--- src/logic/spc_pkg.sv ---
// Package for the serial programming command handler.
// Assumes a byte-wide receive stream with valid only and a transmit stream with valid and ready.
package spc_pkg;

  // Delay counts in core clock cycles
  localparam int unsigned SYNC_ECHO_DELAY = 660;
  localparam int unsigned BAUD_ECHO_DELAY = 540;
  localparam int unsigned CMD_ECHO_DELAY = 300;
  localparam int unsigned FLASH_SUM_DELAY = 746670;
  localparam int unsigned RAM_SUM_DELAY = 160;
  localparam int unsigned WRITE_RESP_DELAY = 200;
  localparam int unsigned READ_START_DELAY = 430;
  localparam int unsigned EMU_ECHO_DELAY = 420;
  localparam int unsigned PROTECT_DELAY = 1080;
  localparam int CNT_W = 20;

  // Sync and command codes
  localparam logic [7:0] SYNC_BYTE = 8'h86;
  localparam logic [7:0] BAUD_BYTE = 8'h79;
  localparam logic [7:0] OP_READ = 8'h40;
  localparam logic [7:0] OP_SUM = 8'h90;
  localparam logic [7:0] OP_ID = 8'hC0;
  localparam logic [7:0] OP_STATUS = 8'hC3;
  localparam logic [7:0] OP_EMU = 8'hD0;
  localparam logic [7:0] OP_ERASE = 8'hF0;
  localparam logic [7:0] ERASE_FREE_CODE = 8'hFF;
  localparam logic [7:0] CHIP_ERASE_SEL = 8'h00;
  localparam logic [7:0] STATUS_PROT_BIT = 8'h01;
  localparam logic [7:0] STATUS_CLEAR = 8'h00;
  localparam logic [7:0] BYTE_ZERO = 8'h00;
  localparam logic [7:0] BYTE_ONE = 8'h01;

  // Handler states
  typedef enum logic [3:0] {
    SPC_WAIT_SYNC = 4'h0,
    SPC_WAIT_BAUD = 4'h1,
    SPC_IDLE_CMD = 4'h2,
    SPC_DELAY = 4'h3,
    SPC_SEND = 4'h4,
    SPC_WAIT_ARG = 4'h5,
    SPC_READ_OUT = 4'h6,
    SPC_HALT = 4'h7
  } spc_state_e;

  // Byte carried on a stream
  typedef struct packed {
    logic valid;
    logic [7:0] data;
  } spc_byte_s;

endpackage : spc_pkg

--- src/logic/spc_handler.sv ---
// Serial programming command handler with output FIFO.
// Assumes a UART outside delivers received bytes and drains transmit bytes.
`timescale 1ns/10ps

// Output byte FIFO
module spc_fifo #(
  parameter int WIDTH = 8,
  parameter int DEPTH = 16
) (
  // Clock and reset
  input wire logic ref_clk,
  input wire logic rst_b,
  // Fill side
  input wire logic in_valid,
  output logic in_ready,
  input wire logic [WIDTH-1:0] in_data,
  // Drain side
  output logic out_valid,
  input wire logic out_ready,
  output logic [WIDTH-1:0] out_data
);
  localparam int AW = $clog2(DEPTH);
  logic [WIDTH-1:0] mem [DEPTH];
  logic [AW:0] wr_ptr;
  logic [AW:0] rd_ptr;
  logic [AW:0] next_wr_ptr;
  logic [AW:0] next_rd_ptr;
  logic do_wr;
  logic do_rd;

  // Flags from pointer difference
  always_comb begin
    in_ready = (wr_ptr - rd_ptr) != (AW+1)'(DEPTH);
    out_valid = wr_ptr != rd_ptr;
    out_data = mem[rd_ptr[AW-1:0]];
    do_wr = in_valid && in_ready;
    do_rd = out_valid && out_ready;
    next_wr_ptr = do_wr ? wr_ptr + 1'b1 : wr_ptr;
    next_rd_ptr = do_rd ? rd_ptr + 1'b1 : rd_ptr;
  end

  // Pointer registers
  always_ff @(posedge ref_clk or negedge rst_b) begin
    if (!rst_b) begin
      wr_ptr <= '0;
      rd_ptr <= '0;
    end else begin
      wr_ptr <= next_wr_ptr;
      rd_ptr <= next_rd_ptr;
    end
  end

  // Storage
  always_ff @(posedge ref_clk) begin
    if (do_wr) begin
      mem[wr_ptr[AW-1:0]] <= in_data;
    end
  end
endmodule : spc_fifo

////////////////////////////////////////////////////////////////////////////////

// Overview of operation
// - Echo sync byte 0x86 about 660 cycles after receipt.
// - Echo baud byte 0x79 about 540 cycles after receipt.
// - Echo operation command about 300 cycles after receipt.
// - Flash checksum takes about 746670 cycles over 16KB.
// - RAM checksum takes about 160 cycles.
// - Overwrite-detection reply about 200 cycles after write block.
// - Memory data starts about 430 cycles after byte count.
// - Emulation data byte echoed about 420 cycles later.
// - Enabling read protection takes about 1080 cycles.
// - Code 0x40 reads flash and returns requested bytes.
// - Code 0x90 waits the flash checksum time, then sends 0x00.
// - Code 0xC0 sends product identification.
// - Code 0xC3 sends flash status with protection state.
// - Code 0xD0 sets up emulation, then takes one data byte.
// - Code 0xF0 erases only when option byte is 0xFF; there is no password path.
// - Sector erase with password-free option set halts the device.
module spc_handler
  import spc_pkg::*;
#(
  parameter int unsigned FLASH_SUM_CYCLES = FLASH_SUM_DELAY,
  parameter int FIFO_DEPTH = 16,
  parameter logic [7:0] PRODUCT_ID = 8'h5A // Arbitrary value
) (
  // Clock and reset
  input wire logic ref_clk,
  input wire logic rst_b,
  // Received byte stream
  input wire logic rx_valid,
  input wire logic [7:0] rx_data,
  // Transmit byte stream
  output logic tx_valid,
  input wire logic tx_ready,
  output logic [7:0] tx_data,
  // Device options and memory
  input wire logic [7:0] erase_password_free_option,
  input wire logic protect_req,
  input wire logic [7:0] mem_rdata,
  output logic [7:0] mem_addr,
  // Status
  output logic busy,
  output logic halted,
  output logic protected_flag
);
  spc_state_e state;
  spc_state_e next_state;
  spc_state_e after_state;
  spc_state_e next_after_state;
  logic [CNT_W-1:0] cnt;
  logic [CNT_W-1:0] next_cnt;
  logic [7:0] cmd;
  logic [7:0] next_cmd;
  logic [7:0] out_byte;
  logic [7:0] next_out_byte;
  logic [7:0] remain;
  logic [7:0] next_remain;
  logic [7:0] addr;
  logic [7:0] next_addr;
  logic prot;
  logic next_prot;
  logic reply_pend;
  logic next_reply_pend;
  logic [7:0] reply_byte;
  logic [7:0] next_reply_byte;
  logic [CNT_W-1:0] reply_cnt;
  logic [CNT_W-1:0] next_reply_cnt;
  logic busy_q;
  logic halt_q;
  spc_byte_s push;
  logic push_ready;
  logic fifo_valid;
  logic [7:0] fifo_data;

  // Delay count to cycle counter width
  function automatic logic [CNT_W-1:0] dly(input int unsigned c);
    dly = CNT_W'(c - 1);
  endfunction : dly

  // Decoding of the operation code into its delay
  function automatic logic [CNT_W-1:0] op_delay(input logic [7:0] op);
    unique case (op)
      OP_SUM: op_delay = dly(FLASH_SUM_CYCLES);
      default: op_delay = dly(CMD_ECHO_DELAY);
    endcase
  endfunction : op_delay

  // Command sequencer next values
  always_comb begin
    next_state = state;
    next_after_state = after_state;
    next_cnt = cnt;
    next_cmd = cmd;
    next_out_byte = out_byte;
    next_remain = remain;
    next_addr = addr;
    next_prot = prot;
    next_reply_pend = reply_pend;
    next_reply_byte = reply_byte;
    next_reply_cnt = reply_cnt;
    push = '0;
    unique case (state)
      SPC_WAIT_SYNC: begin
        if (rx_valid && rx_data == SYNC_BYTE) begin
          next_out_byte = rx_data;
          next_cnt = dly(SYNC_ECHO_DELAY);
          next_after_state = SPC_WAIT_BAUD;
          next_state = SPC_DELAY;
        end
      end
      SPC_WAIT_BAUD: begin
        if (rx_valid && rx_data == BAUD_BYTE) begin
          next_out_byte = rx_data;
          next_cnt = dly(BAUD_ECHO_DELAY);
          next_after_state = SPC_IDLE_CMD;
          next_state = SPC_DELAY;
        end
      end
      SPC_IDLE_CMD: begin
        if (protect_req) begin
          next_cnt = dly(PROTECT_DELAY);
          next_prot = 1'b1;
          next_out_byte = BYTE_ONE;
          next_after_state = SPC_IDLE_CMD;
          next_state = SPC_DELAY;
        end else if (rx_valid) begin
          next_cmd = rx_data;
          next_out_byte = rx_data;
          next_cnt = dly(CMD_ECHO_DELAY);
          next_reply_cnt = op_delay(rx_data);
          next_after_state = SPC_IDLE_CMD;
          next_state = SPC_DELAY;
          // Echo always goes first; a reply byte, if any, follows it
          unique case (rx_data)
            OP_READ, OP_EMU, OP_ERASE: next_after_state = SPC_WAIT_ARG;
            OP_SUM: begin
              next_reply_byte = BYTE_ZERO;
              next_reply_pend = 1'b1;
            end
            OP_ID: begin
              next_reply_byte = PRODUCT_ID;
              next_reply_pend = 1'b1;
            end
            OP_STATUS: begin
              next_reply_byte = prot ? STATUS_PROT_BIT : STATUS_CLEAR;
              next_reply_pend = 1'b1;
            end
            default: next_reply_pend = 1'b0;
          endcase
        end
      end
      SPC_WAIT_ARG: begin
        if (rx_valid) begin
          next_state = SPC_DELAY;
          next_after_state = SPC_IDLE_CMD;
          next_out_byte = rx_data;
          unique case (cmd)
            OP_READ: begin
              next_remain = rx_data;
              next_addr = BYTE_ZERO;
              next_cnt = dly(READ_START_DELAY);
              next_after_state = SPC_READ_OUT;
            end
            OP_EMU: next_cnt = dly(EMU_ECHO_DELAY);
            OP_ERASE: begin
              next_cnt = dly(WRITE_RESP_DELAY);
              if (erase_password_free_option == ERASE_FREE_CODE
                  && rx_data != CHIP_ERASE_SEL) begin
                next_state = SPC_HALT;
              end else if (rx_data == CHIP_ERASE_SEL
                  && erase_password_free_option == ERASE_FREE_CODE) begin
                // No password path here, so erase only when password-free
                next_prot = 1'b0;
              end
            end
            default: next_cnt = dly(RAM_SUM_DELAY);
          endcase
        end
      end
      SPC_DELAY: begin
        // Received bytes dropped here
        if (cnt == '0) begin
          // Read data follows the delay directly, with no echo of the count
          next_state = (after_state == SPC_READ_OUT) ? SPC_READ_OUT : SPC_SEND;
        end else begin
          next_cnt = cnt - 1'b1;
        end
      end
      SPC_SEND: begin
        push.valid = 1'b1;
        push.data = out_byte;
        if (push_ready && reply_pend) begin
          // Reply byte waits its own delay after the echo
          next_reply_pend = 1'b0;
          next_out_byte = reply_byte;
          next_cnt = reply_cnt;
          next_state = SPC_DELAY;
        end else if (push_ready) begin
          next_state = after_state;
        end
      end
      SPC_READ_OUT: begin
        if (remain == '0) begin
          next_state = SPC_IDLE_CMD;
        end else begin
          push.valid = 1'b1;
          push.data = mem_rdata;
          if (push_ready) begin
            next_remain = remain - 1'b1;
            next_addr = addr + 1'b1;
          end
        end
      end
      SPC_HALT: next_state = SPC_HALT;
      default: next_state = SPC_WAIT_SYNC;
    endcase
  end

  // Sequencer registers
  always_ff @(posedge ref_clk or negedge rst_b) begin
    if (!rst_b) begin
      state <= SPC_WAIT_SYNC;
      after_state <= SPC_WAIT_SYNC;
      cnt <= '0;
      cmd <= '0;
      out_byte <= '0;
      remain <= '0;
      addr <= '0;
      prot <= 1'b0;
      reply_pend <= 1'b0;
      reply_byte <= '0;
      reply_cnt <= '0;
      busy_q <= 1'b0;
      halt_q <= 1'b0;
    end else begin
      state <= next_state;
      after_state <= next_after_state;
      cnt <= next_cnt;
      cmd <= next_cmd;
      out_byte <= next_out_byte;
      remain <= next_remain;
      addr <= next_addr;
      prot <= next_prot;
      reply_pend <= next_reply_pend;
      reply_byte <= next_reply_byte;
      reply_cnt <= next_reply_cnt;
      busy_q <= next_state == SPC_DELAY || next_state == SPC_SEND;
      halt_q <= next_state == SPC_HALT;
    end
  end

  // Transmit FIFO
  spc_fifo #(.WIDTH(8), .DEPTH(FIFO_DEPTH)) u_fifo (
    .ref_clk(ref_clk),
    .rst_b(rst_b),
    .in_valid(push.valid),
    .in_ready(push_ready),
    .in_data(push.data),
    .out_valid(fifo_valid),
    .out_ready(!tx_valid),
    .out_data(fifo_data)
  );

  // Registered transmit stage; loads only when empty, so no byte leaves twice
  always_ff @(posedge ref_clk or negedge rst_b) begin
    if (!rst_b) begin
      tx_valid <= 1'b0;
      tx_data <= '0;
    end else if (!tx_valid) begin
      tx_valid <= fifo_valid;
      tx_data <= fifo_data;
    end else if (tx_ready) begin
      tx_valid <= 1'b0;
    end
  end

  // Status outputs from flops
  always_comb begin
    mem_addr = addr;
    busy = busy_q;
    halted = halt_q;
    protected_flag = prot;
  end
endmodule : spc_handler

--- config.mk ---
export PLATFORM = sky130hd
export DESIGN_NAME = spc_handler
export DESIGN_NICKNAME = d
export VERILOG_FILES = /design/src/logic/spc_pkg.sv /design/src/logic/spc_handler.sv
export SDC_FILE = /design/constraint.sdc
export NUM_CORES = 1
export LEC_CHECK = 0
export BUFFER_PORTS_ARGS = -buffer_cell sky130_fd_sc_hd__buf_2
export CAP_MARGIN = 20
export CORE_ASPECT_RATIO = 0.5
export CORE_MARGIN = 2
export CORE_UTILIZATION = 40
export DETAILED_ROUTE_END_ITERATION = 10
export GPL_TIMING_DRIVEN = 0
export PLACE_DENSITY = 0.63
export SYNTH_ARGS = -nofsm -noshare
export SYNTH_HDL_FRONTEND = slang
export SYNTH_SLANG_ARGS = --single-unit
export TNS_END_PERCENT = 30
--- constraint.sdc ---
create_clock -name ref_clk -period 3.28 [get_ports ref_clk]
set_input_delay 0 -clock ref_clk [delete_from_list [all_inputs] [get_ports ref_clk]]
set_output_delay 0 -clock ref_clk [all_outputs]
set_load 0.005 [all_outputs]
==> results of run 1 <==
==> stage by stage <==
stage	TNS (ps)	worst slack [ps]	hold WS (ps)
detailed placement	-152450	-1120	-64.0
global placement	-140730	-1020	278
finish	0	157	36.0
CTS	0	19.9	44.3
floorplan	0	104	-296
global route	0	15.3	94.3
==> placed cells by master, fill, tap and decap left out, drive strengths merged, types with 17 or more instances in the layout <==
cell type  netlist  routed
o21ai           52      52
a21oi           36      36
a22o            17      17
dfrtp           87      87
nand2           82      82
nand3           27      27
and3            19      19
mux4            40      40
buf             12      62
inv             17      18
clkbuf          28      50
nor2            47      47
edfxtp         128     128
==> per-layer routing <==
metal  vias up  wire [um]
met5         -          0
met4         0        465
met3        34       1250
met2       197      11100
met1      3463      11500
li1       3202          -
==> kinds of logic after synthesis <==
family / after synthesis
fa+ha+maj: 14
other cells: 1
mux: 52
buf+inv: 57
simple gates: 276
compound gates: 165
xor+xnor: 13
flops: 215
==> sequential cells by signal (all words and copies together), names as in the netlist <==
signal          count
reply_pend          1
after_state         3
busy                1
u_fifo.wr_ptr       5
cnt                20
halted              1
u_fifo.mem        128
reply_byte          2
cmd                 8
state               4
reply_cnt           3
tx_valid            1
protected_flag      1
remain              8
tx_data             8
out_byte            8
u_fifo.rd_ptr       5
mem_addr            8
==> power by group <==
| part | internal [uW] | total (uW) | switching [uW] |
|---|---|---|---|
| registers | 2950 | 3090 | 139 |
| clock network | 1400 | 2460 | 1060 |
| logic | 501 | 1070 | 569 |
| total | 4850 | 6620 | 1770 |
==> how the worst max path moves through the flow <==
stage	from	endpoint	slack, ps	depth (start not counted)
6_report	u_fifo.rd_ptr[1]$_DFFE_PN0P_	u_fifo.mem[12][3]$_DFFE_PP_	160	11
5_1_grt	state[0]$_DFF_PN0_	u_fifo.mem[7][2]$_DFFE_PP_	20	8
4_1_cts	u_fifo.rd_ptr[1]$_DFFE_PN0P_	u_fifo.mem[13][3]$_DFFE_PP_	20	11
3_5_place_dp	u_fifo.rd_ptr[1]$_DFFE_PN0P_	u_fifo.mem[2][2]$_DFFE_PP_	-1120	12
3_3_place_gp	u_fifo.rd_ptr[1]$_DFFE_PN0P_	u_fifo.mem[0][1]$_DFFE_PP_	-1020	12
2_1_floorplan	u_fifo.rd_ptr[1]$_DFFE_PN0P_	u_fifo.mem[13][0]$_DFFE_PP_	100	12
==> timing repair <==
action                                  4_1_cts  5_1_grt
hold buffers                                 12        0
gates cloned                                  0        0
endpoints found under the setup margin      180      140
pin swaps                                     0        0
gates resized for setup                      35        9
hold endpoints to repair                    110        0
==> worst max-delay path, delay by kind of cell, from the launching register on <==
family	cells	cell delay (ps)
AO/OA/AOI/OAI	3	510
flip-flops	1	490
adder cells (fa/ha/maj)	1	320
buffers and inverters	3	470
AND/OR/NAND/NOR	4	1070
==> cell type report <==
class	instances	area (um^2)
Fill cell	2193	13300
Sequential cell	215	6020
Multi-Input combinational cell	521	3920
Clock buffer	25	562
Tap cell	344	430
Timing Repair Buffer	61	413
Buffer	38	228
Clock inverter	14	138
Inverter	17	63.8
==> metrics.md, run 1 <==
| Metric | Value |
|---|---|
| First-pass GRT wire length | about 40 mm |
| R2R depth | 11 |
| Met1 Resource Use GR | 27.6% |
| Adder-Cell Fraction of Synth Area | under 10% |
| Seq/Total Area, Yosys | between 50% and 60% |
| Peak VDD IR | roughly 0.28 mV |
| Area grow syn2layout | 16.0% |
| Yosys reg bits | between 200 and 250 |
| Max H-tree Level | 1 |
| I/O pins | 49 |
| Fin. Hold Viols | 0 |
| Crit path cell chain | buf_8 > inv_1 > ha_1 > nor2b_1 > o211ai_1 > a21oi_1 > or3_4 > buf_4 > o21a_2 > and3_1 > and2_2 |
| Setup-failing EPs final | 0 |
| Worst R2R End | u_fifo.mem[12][3]$_DFFE_PP_ |
| Root Buffer | clkbuf_16 |
| HP Class | input pin to asynchronous set/reset pin |
| Synth area leader | edfxtp_1 |
| Post-Synth Simple-Gate Area | between 10% and 20% |
| Top-area cell type share of the netlist area | 37.9% |
| Slowest cell on the critical path | dfrtp_2 |
| Worst skew pair latency | 510 ps |
| Antenna viol nets, final | 0 |
| Final min period | between 3000 and 4000 ps |
| Initial antenna violation count | 0 |
| Post-route insts no fill | roughly 1200 |
| Port Buffers | 47 |
| Final total power | 6620 uW |
| Initial DRT Pass Iterations | 5 |
| Unrepaired setup endpoints after global routing | no |
| Synthesized area per cell | 12.8 um^2 |
| Async S/R FF share, synth | roughly two fifths |
| GRT Overall Usage | a little under a fifth |
| Full die area | around 27000 um^2 |
| Run status | complete, no violations |
| Total core area | between 20000 and 30000 um^2 |
| Worst-Margin Slew | 734 ps |
| Syn_nets | about 840 |
| Die Y | between 100 and 150 um |
| XOR/XNOR Fraction of Synth Area | between 1 and 1.5% |
| Diodes inserted | 0 |
| Post-Syn Instances | ~790 |
| Crit Path Max Fanout | 10 |
| Routed WL | about 24 mm |
| Post-Place Cells | around 1200 |
| Crit. End Element | flop |
| Die Span X | 229 um |
| Synth Area in Compound Gates | a little over a tenth |
| R2R Setup Slk | 160 ps |
| Initial Util | 40.5% |
| Critical path arrival | ~3400 ps |
| Post-synth EDFFs | roughly 130 |
| Setup bufs post-CTS | 0 |
| Max Slew Vio Count | 0 |
| Max clock buf depth | 3 |
| Fin area | ~12000 um^2 |
| Ratio of cells with drive above 1 in the final layout | between 20% and 30% |
| Worst path required time | 3520 ps |
| GPL Wtd Cong | just over 0.9 |
| Reg2reg start | u_fifo.rd_ptr[1]$_DFFE_PN0P_ |
| Vias per cell | approximately 5.6 |
| Crit Path Class | flop to flop |
| Most frequent cells after synthesis | edfxtp_1 (128), dfrtp_1 (87), nand2_1 (81) |
| Multiplexer area fraction after synthesis | ~10% |
| Largest net degree at the start of global routing | 65 |
| Starting DRT DRC Count | ~750 |
| Placed Area | around 11000 um^2 |
| Slew Limit Headroom | slightly above 50% |
| Clock-pin slew on the worst setup and hold paths | 60 ps |
| Residual overflow from global routing | 0 |
| Pleak | around 0.0047 uW |
| Met3 Use GR | 2.37% |
| Max cap viols | 0 |
| YS warnings | 0 |
| Global Route met2 Usage | a little under a third |
| Busiest layer in global routing | met2 |
| Clock sinks | between 200 and 250 |
| Final Cycle Share | a little over nine tenths |
| Startpoint Class | flop |
| Ys flop type | edfxtp_1 |
| CTS tree | yes |
| CTS Buf Count | 22 |
| Mapped cell area | about 10000 um^2 |
| Cell variety after synth | between 80 and 90 |
| Vias in the first global route | around 6800 |
| Clock Skew | between 15 and 20 ps |
| Most common cell in the netlist | edfxtp_1 |
| Power Dens Cells | between 500 and 600 nW/um^2 |
| Slowest stage delay, CP | ~500 ps |
| Vias | just under 7000 |
| Post-DP HPWL | ~17 mm |
| Largest family of logic cells by synthesized area | simple AND/OR/NAND/NOR gates |
| Fmax | about 320 MHz |
| Routed len/inst | 19.7 um |
| Util after Layout | approximately 47% |
| Row Count | 41 |
| # DRC | 0 |
| Nets | ~920 |
| Largest cells by area after synthesis | edfxtp_1 (38%), dfrtp_1 (21%), mux4_2 (8.9%), nand2_1 (3.0%), o21ai_0 (2.2%) |
(Power assumes the default switching activity.)
==> inputs of run 2 (changes only) <==
--- a/config.mk
+++ b/config.mk
@@ -15,5 +15,6 @@
 export PLACE_DENSITY = 0.63
 export SYNTH_ARGS = -nofsm -noshare
 export SYNTH_HDL_FRONTEND = slang
+export SYNTH_HIERARCHICAL = 1
 export SYNTH_SLANG_ARGS = --single-unit
 export TNS_END_PERCENT = 30
==> metrics.md, run 2 <==
| Metric | Value |
|---|---|
| Run status | complete, no violations (unchanged) |
| Nets | 982 (was 919) |
| Placed Area | 11200 um^2 (was 10800 um^2) |
| Slowest cell on the critical path | or4b_4 (was dfrtp_2) |
| Filler instances | 2143 (was 2193) |
| Slew Limit Headroom | 28.3% (was 51.1%) |
| Initial antenna violation count | 0 (unchanged) |
| Worst path buffer plus inverter count | 3 (unchanged) |
| Most frequent cells in the layout | edfxtp_1 (128), dfrtp_1 (84), buf_2 (59), nor2_1 (59), nand2_1 (56) (was edfxtp_1 (128), dfrtp_1 (85), nand2_1 (81)) |
| Max Slew Vio Count | 0 (unchanged) |
| Adder-Cell Fraction of Synth Area | 1.58% (was 1.73%) |
| Final min period | 3260 ps (was 3120 ps) |
| Commonest non-fill, non-tap cell in the layout | edfxtp_1 (unchanged) |
| Worst skew pair latency | 520 ps (was 510 ps) |
| Total core area | 25200 um^2 (was 25100 um^2) |
| Fin. Hold Viols | 0 (unchanged) |
| Fin area | 12500 um^2 (was 11800 um^2) |
| Clock-pin slew on the worst setup and hold paths | 60 ps (about the same) |
| Diodes inserted | 0 (unchanged) |
| Antenna viol nets, final | 0 (unchanged) |
| # DRC | 0 (unchanged) |
| Minimum setup slack after placement | -795 ps (was -1120 ps) |
| Largest family of logic cells by synthesized area | simple AND/OR/NAND/NOR gates (unchanged) |
| Final total power | 7020 uW (was 6620 uW) |
| Multiplexer area fraction after synthesis | 10.7% (was 10.2%) |
| Peak VDD IR | 0.329 mV (was 0.284 mV) |
| Most common cell in the netlist | edfxtp_1 (unchanged) |
| CTS tree | yes (unchanged) |
| Vias in the first global route | 7210 (was 6790) |
| Mapped cell area | 10300 um^2 (was 10200 um^2) |
| Post-Syn Instances | 821 (was 793) |
| Unrepaired setup endpoints after global routing | yes (was no) |
| GRT Overall Usage | 19.1% (was 19.0%) |
| Worst-Margin Slew | 1070 ps (was 734 ps) |
| Setup-failing EPs final | 0 (unchanged) |
| Crit. End Element | flop (unchanged) |
| Synth Area in Compound Gates | 11.7% (was 10.7%) |
| Synth area leader | edfxtp_1 (unchanged) |
| GPL Wtd Cong | 0.864 (was 0.907) |
| YS warnings | 6 (was 0) |
| Most frequent cells after synthesis | edfxtp_1 (128), dfrtp_1 (87), nor2_1 (60) (was edfxtp_1 (128), dfrtp_1 (87), nand2_1 (81)) |
| Worst setup margin | 24.1 ps (was 157 ps) |
| Seq/Total Area, Yosys | 58.7% (was 59.3%) |
| Slowest stage delay, CP | 470 ps (was 490 ps) |
| Clock sinks | 215 (unchanged) |
| Largest cells by area after synthesis | edfxtp_1 (37%), dfrtp_1 (21%), mux4_2 (8.8%), o21ai_0 (2.7%), a21oi_1 (2.7%) (was edfxtp_1 (38%), dfrtp_1 (21%), mux4_2 (8.9%), nand2_1 (3.0%), o21ai_0 (2.2%)) |
| Async S/R FF share, synth | 40.5% (unchanged) |
| First-pass GRT wire length | 40.0 mm (was 39.2 mm) |
| Die Span X | 231 um (was 229 um) |
| Pleak | 0.00460 uW (was 0.00472 uW) |
| HP Class | input pin to flop (was input pin to asynchronous set/reset pin) |
| Residual overflow from global routing | 0 (unchanged) |
| Clock Skew | 10.4 ps (was 16.3 ps) |
| Initial DRT Pass Iterations | 7 (was 5) |
| Vias | 7261 (was 6896) |
| Ys flop type | edfxtp_1 (unchanged) |
| Max cap viols | 0 (unchanged) |
| XOR/XNOR Fraction of Synth Area | 1.10% (was 1.12%) |
| Initial Util | 40.7% (was 40.5%) |
| Routed len/inst | 19.6 um (was 19.7 um) |
| Post-synth EDFFs | 128 (unchanged) |
| Util after Layout | 49.8% (was 47.0%) |
| Routed WL | 25.5 mm (was 24.3 mm) |
| Crit Path Class | flop to flop (unchanged) |
| Port Buffers | 46 (was 47) |
| Vias per cell | 5.58 (about the same) |
| Synthesized area per cell | 12.5 um^2 (was 12.8 um^2) |
| I/O pins | 49 (unchanged) |
| Fmax | 307 MHz (was 320 MHz) |
| Max clock buf depth | 3 (unchanged) |
| Syn_nets | 863 (was 836) |
| Crit path cell chain | inv_1 > ha_2 > nor2b_4 > o211a_1 > o211ai_4 > a21oi_4 > inv_8 > nand2_4 > a221oi_4 > o311ai_2 > or3_4 > buf_6 > or4b_4 > a21oi_2 (was buf_8 > inv_1 > ha_1 > nor2b_1 > o211ai_1 > a21oi_1 > or3_4 > buf_4 > o21a_2 > and3_1 > and2_2) |
| Row Count | 41 (unchanged) |
| Final Cycle Share | 99.3% (was 95.2%) |
| Yosys reg bits | 215 (unchanged) |
| CP top delay family | compound AO/OA/AOI/OAI gates (was simple AND/OR/NAND/NOR gates) |
| Top-area cell type share of the netlist area | 37.5% (was 37.9%) |
| Starting DRT DRC Count | 573 (was 752) |
| Max H-tree Level | 1 (unchanged) |
| Crit Path Max Fanout | 5 (was 10) |
| Full die area | 27000 um^2 (was 26800 um^2) |
| Largest net degree at the start of global routing | 46 (was 65) |
| CTS Buf Count | 23 (was 22) |
| Worst path required time | 3730 ps (was 3520 ps) |
| Ratio of cells with drive above 1 in the final layout | 27.4% (was 21.4%) |
| Max FFs per register | 128 (unchanged) |
| Critical path arrival | 3700 ps (was 3370 ps) |
| Die Y | 117 um (about the same) |
| Post-Synth Simple-Gate Area | 13.4% (was 14.2%) |
| Post-DP HPWL | 17.8 mm (was 17.1 mm) |
| Area grow syn2layout | 22.3% (was 16.0%) |
| Cell variety after synth | 79 (was 81) |
| Startpoint Class | flop (unchanged) |
| Power Dens Cells | 560 nW/um^2 (was 562 nW/um^2) |
| Root Buffer | clkbuf_16 (unchanged) |
[run 2: changes by cell type in the layout (fill, tap and decap cells not counted), moves of 8 or more]
cell	delta
a21oi_1	+18
a22o_1	-13
buf_2	+9
buf_4	+28
inv_1	+9
nand2_1	-25
nor2_1	+13
nor3_4	+8
[run 2: final timing paths]
path,slack (ps),end,cells past startpoint,startpoint
max in group asynchronous,2580,cmd[5]$_DFFE_PN0P_,3,rst_b
worst max register to register,20,cnt[15]$_DFFE_PN0P_,14,u_fifo/wr_ptr[0]$_DFFE_PN0P_
worst max-delay path,20,cnt[15]$_DFFE_PN0P_,14,u_fifo/wr_ptr[0]$_DFFE_PN0P_
worst min register to register,480,mem_addr[7]$_DFFE_PN0P_,1,mem_addr[7]$_DFFE_PN0P_
worst min-delay path,10,cmd[6]$_DFFE_PN0P_,3,rx_data[6]
min in group asynchronous,50,u_fifo/rd_ptr[3]$_DFFE_PN0P_,2,rst_b
[run 2: final cells by class]
class,instances,area (um^2),share of cell area (%)
Timing Repair Buffer,99,724,5.77
Sequential cell,215,6020,48.0
Inverter,28,128,1.02
Buffer,37,200,1.60
Multi-Input combinational cell,536,4270,34.1
Tap cell,344,430,3.43
Clock buffer,28,604,4.82
Clock inverter,14,163,1.30
[run 2: layer usage]
metal | GRT usage (%) | routed length [um] | share of wire (%)
met5 | 0 | 0 | 0
met1 | 26.0 | 11400 | 45
met2 | 33.1 | 12300 | 48
met3 | 2.59 | 1200 | 4.7
met4 | 4.86 | 614 | 2.4
[run 2: what timing repair did]
action                     4_1_cts  5_1_grt
setup buffers                   21        8
setup endpoints to repair      190      119
resized for setup               51       19
gates cloned                     1        0
hold buffers                    10        0
pin swaps                       19       15
hold endpoints to repair        73        0
[run 2: worst register-to-register path: stages (launching register included)]
cell      delay (ps)
dfrtp_1          380
inv_1            150
ha_2             270
nor2b_4           60
o211a_1          260
o211ai_4         220
a21oi_4          130
inv_8             80
nand2_4           50
a221oi_4         300
o311ai_2         180
or3_4            370
buf_6            140
or4b_4           480
a21oi_2          120
[run 2: logic make-up after synthesis]
| family | count (synthesis) |
|---|---|
| simple gates | 265 |
| buf+inv | 70 |
| other cells | 1 |
| compound gates | 188 |
| flops | 215 |
| mux | 57 |
| fa+ha+maj | 13 |
| xor+xnor | 12 |
[run 2: stage by stage]
stage	hold WS [ps]	cells	TNS (ps)
floorplan	-296	821	-118
global placement	193	1211	-136610
detailed placement	72.5	1225	-61650
CTS	14.9	1296	-414
global route	22.4	1301	-126
finish	10.9	1301	0
[run 2: report_power, final]
group / switching, uW / internal, uW
clock network: 1070 / 1560
logic: 793 / 617
registers: 62.8 / 2920
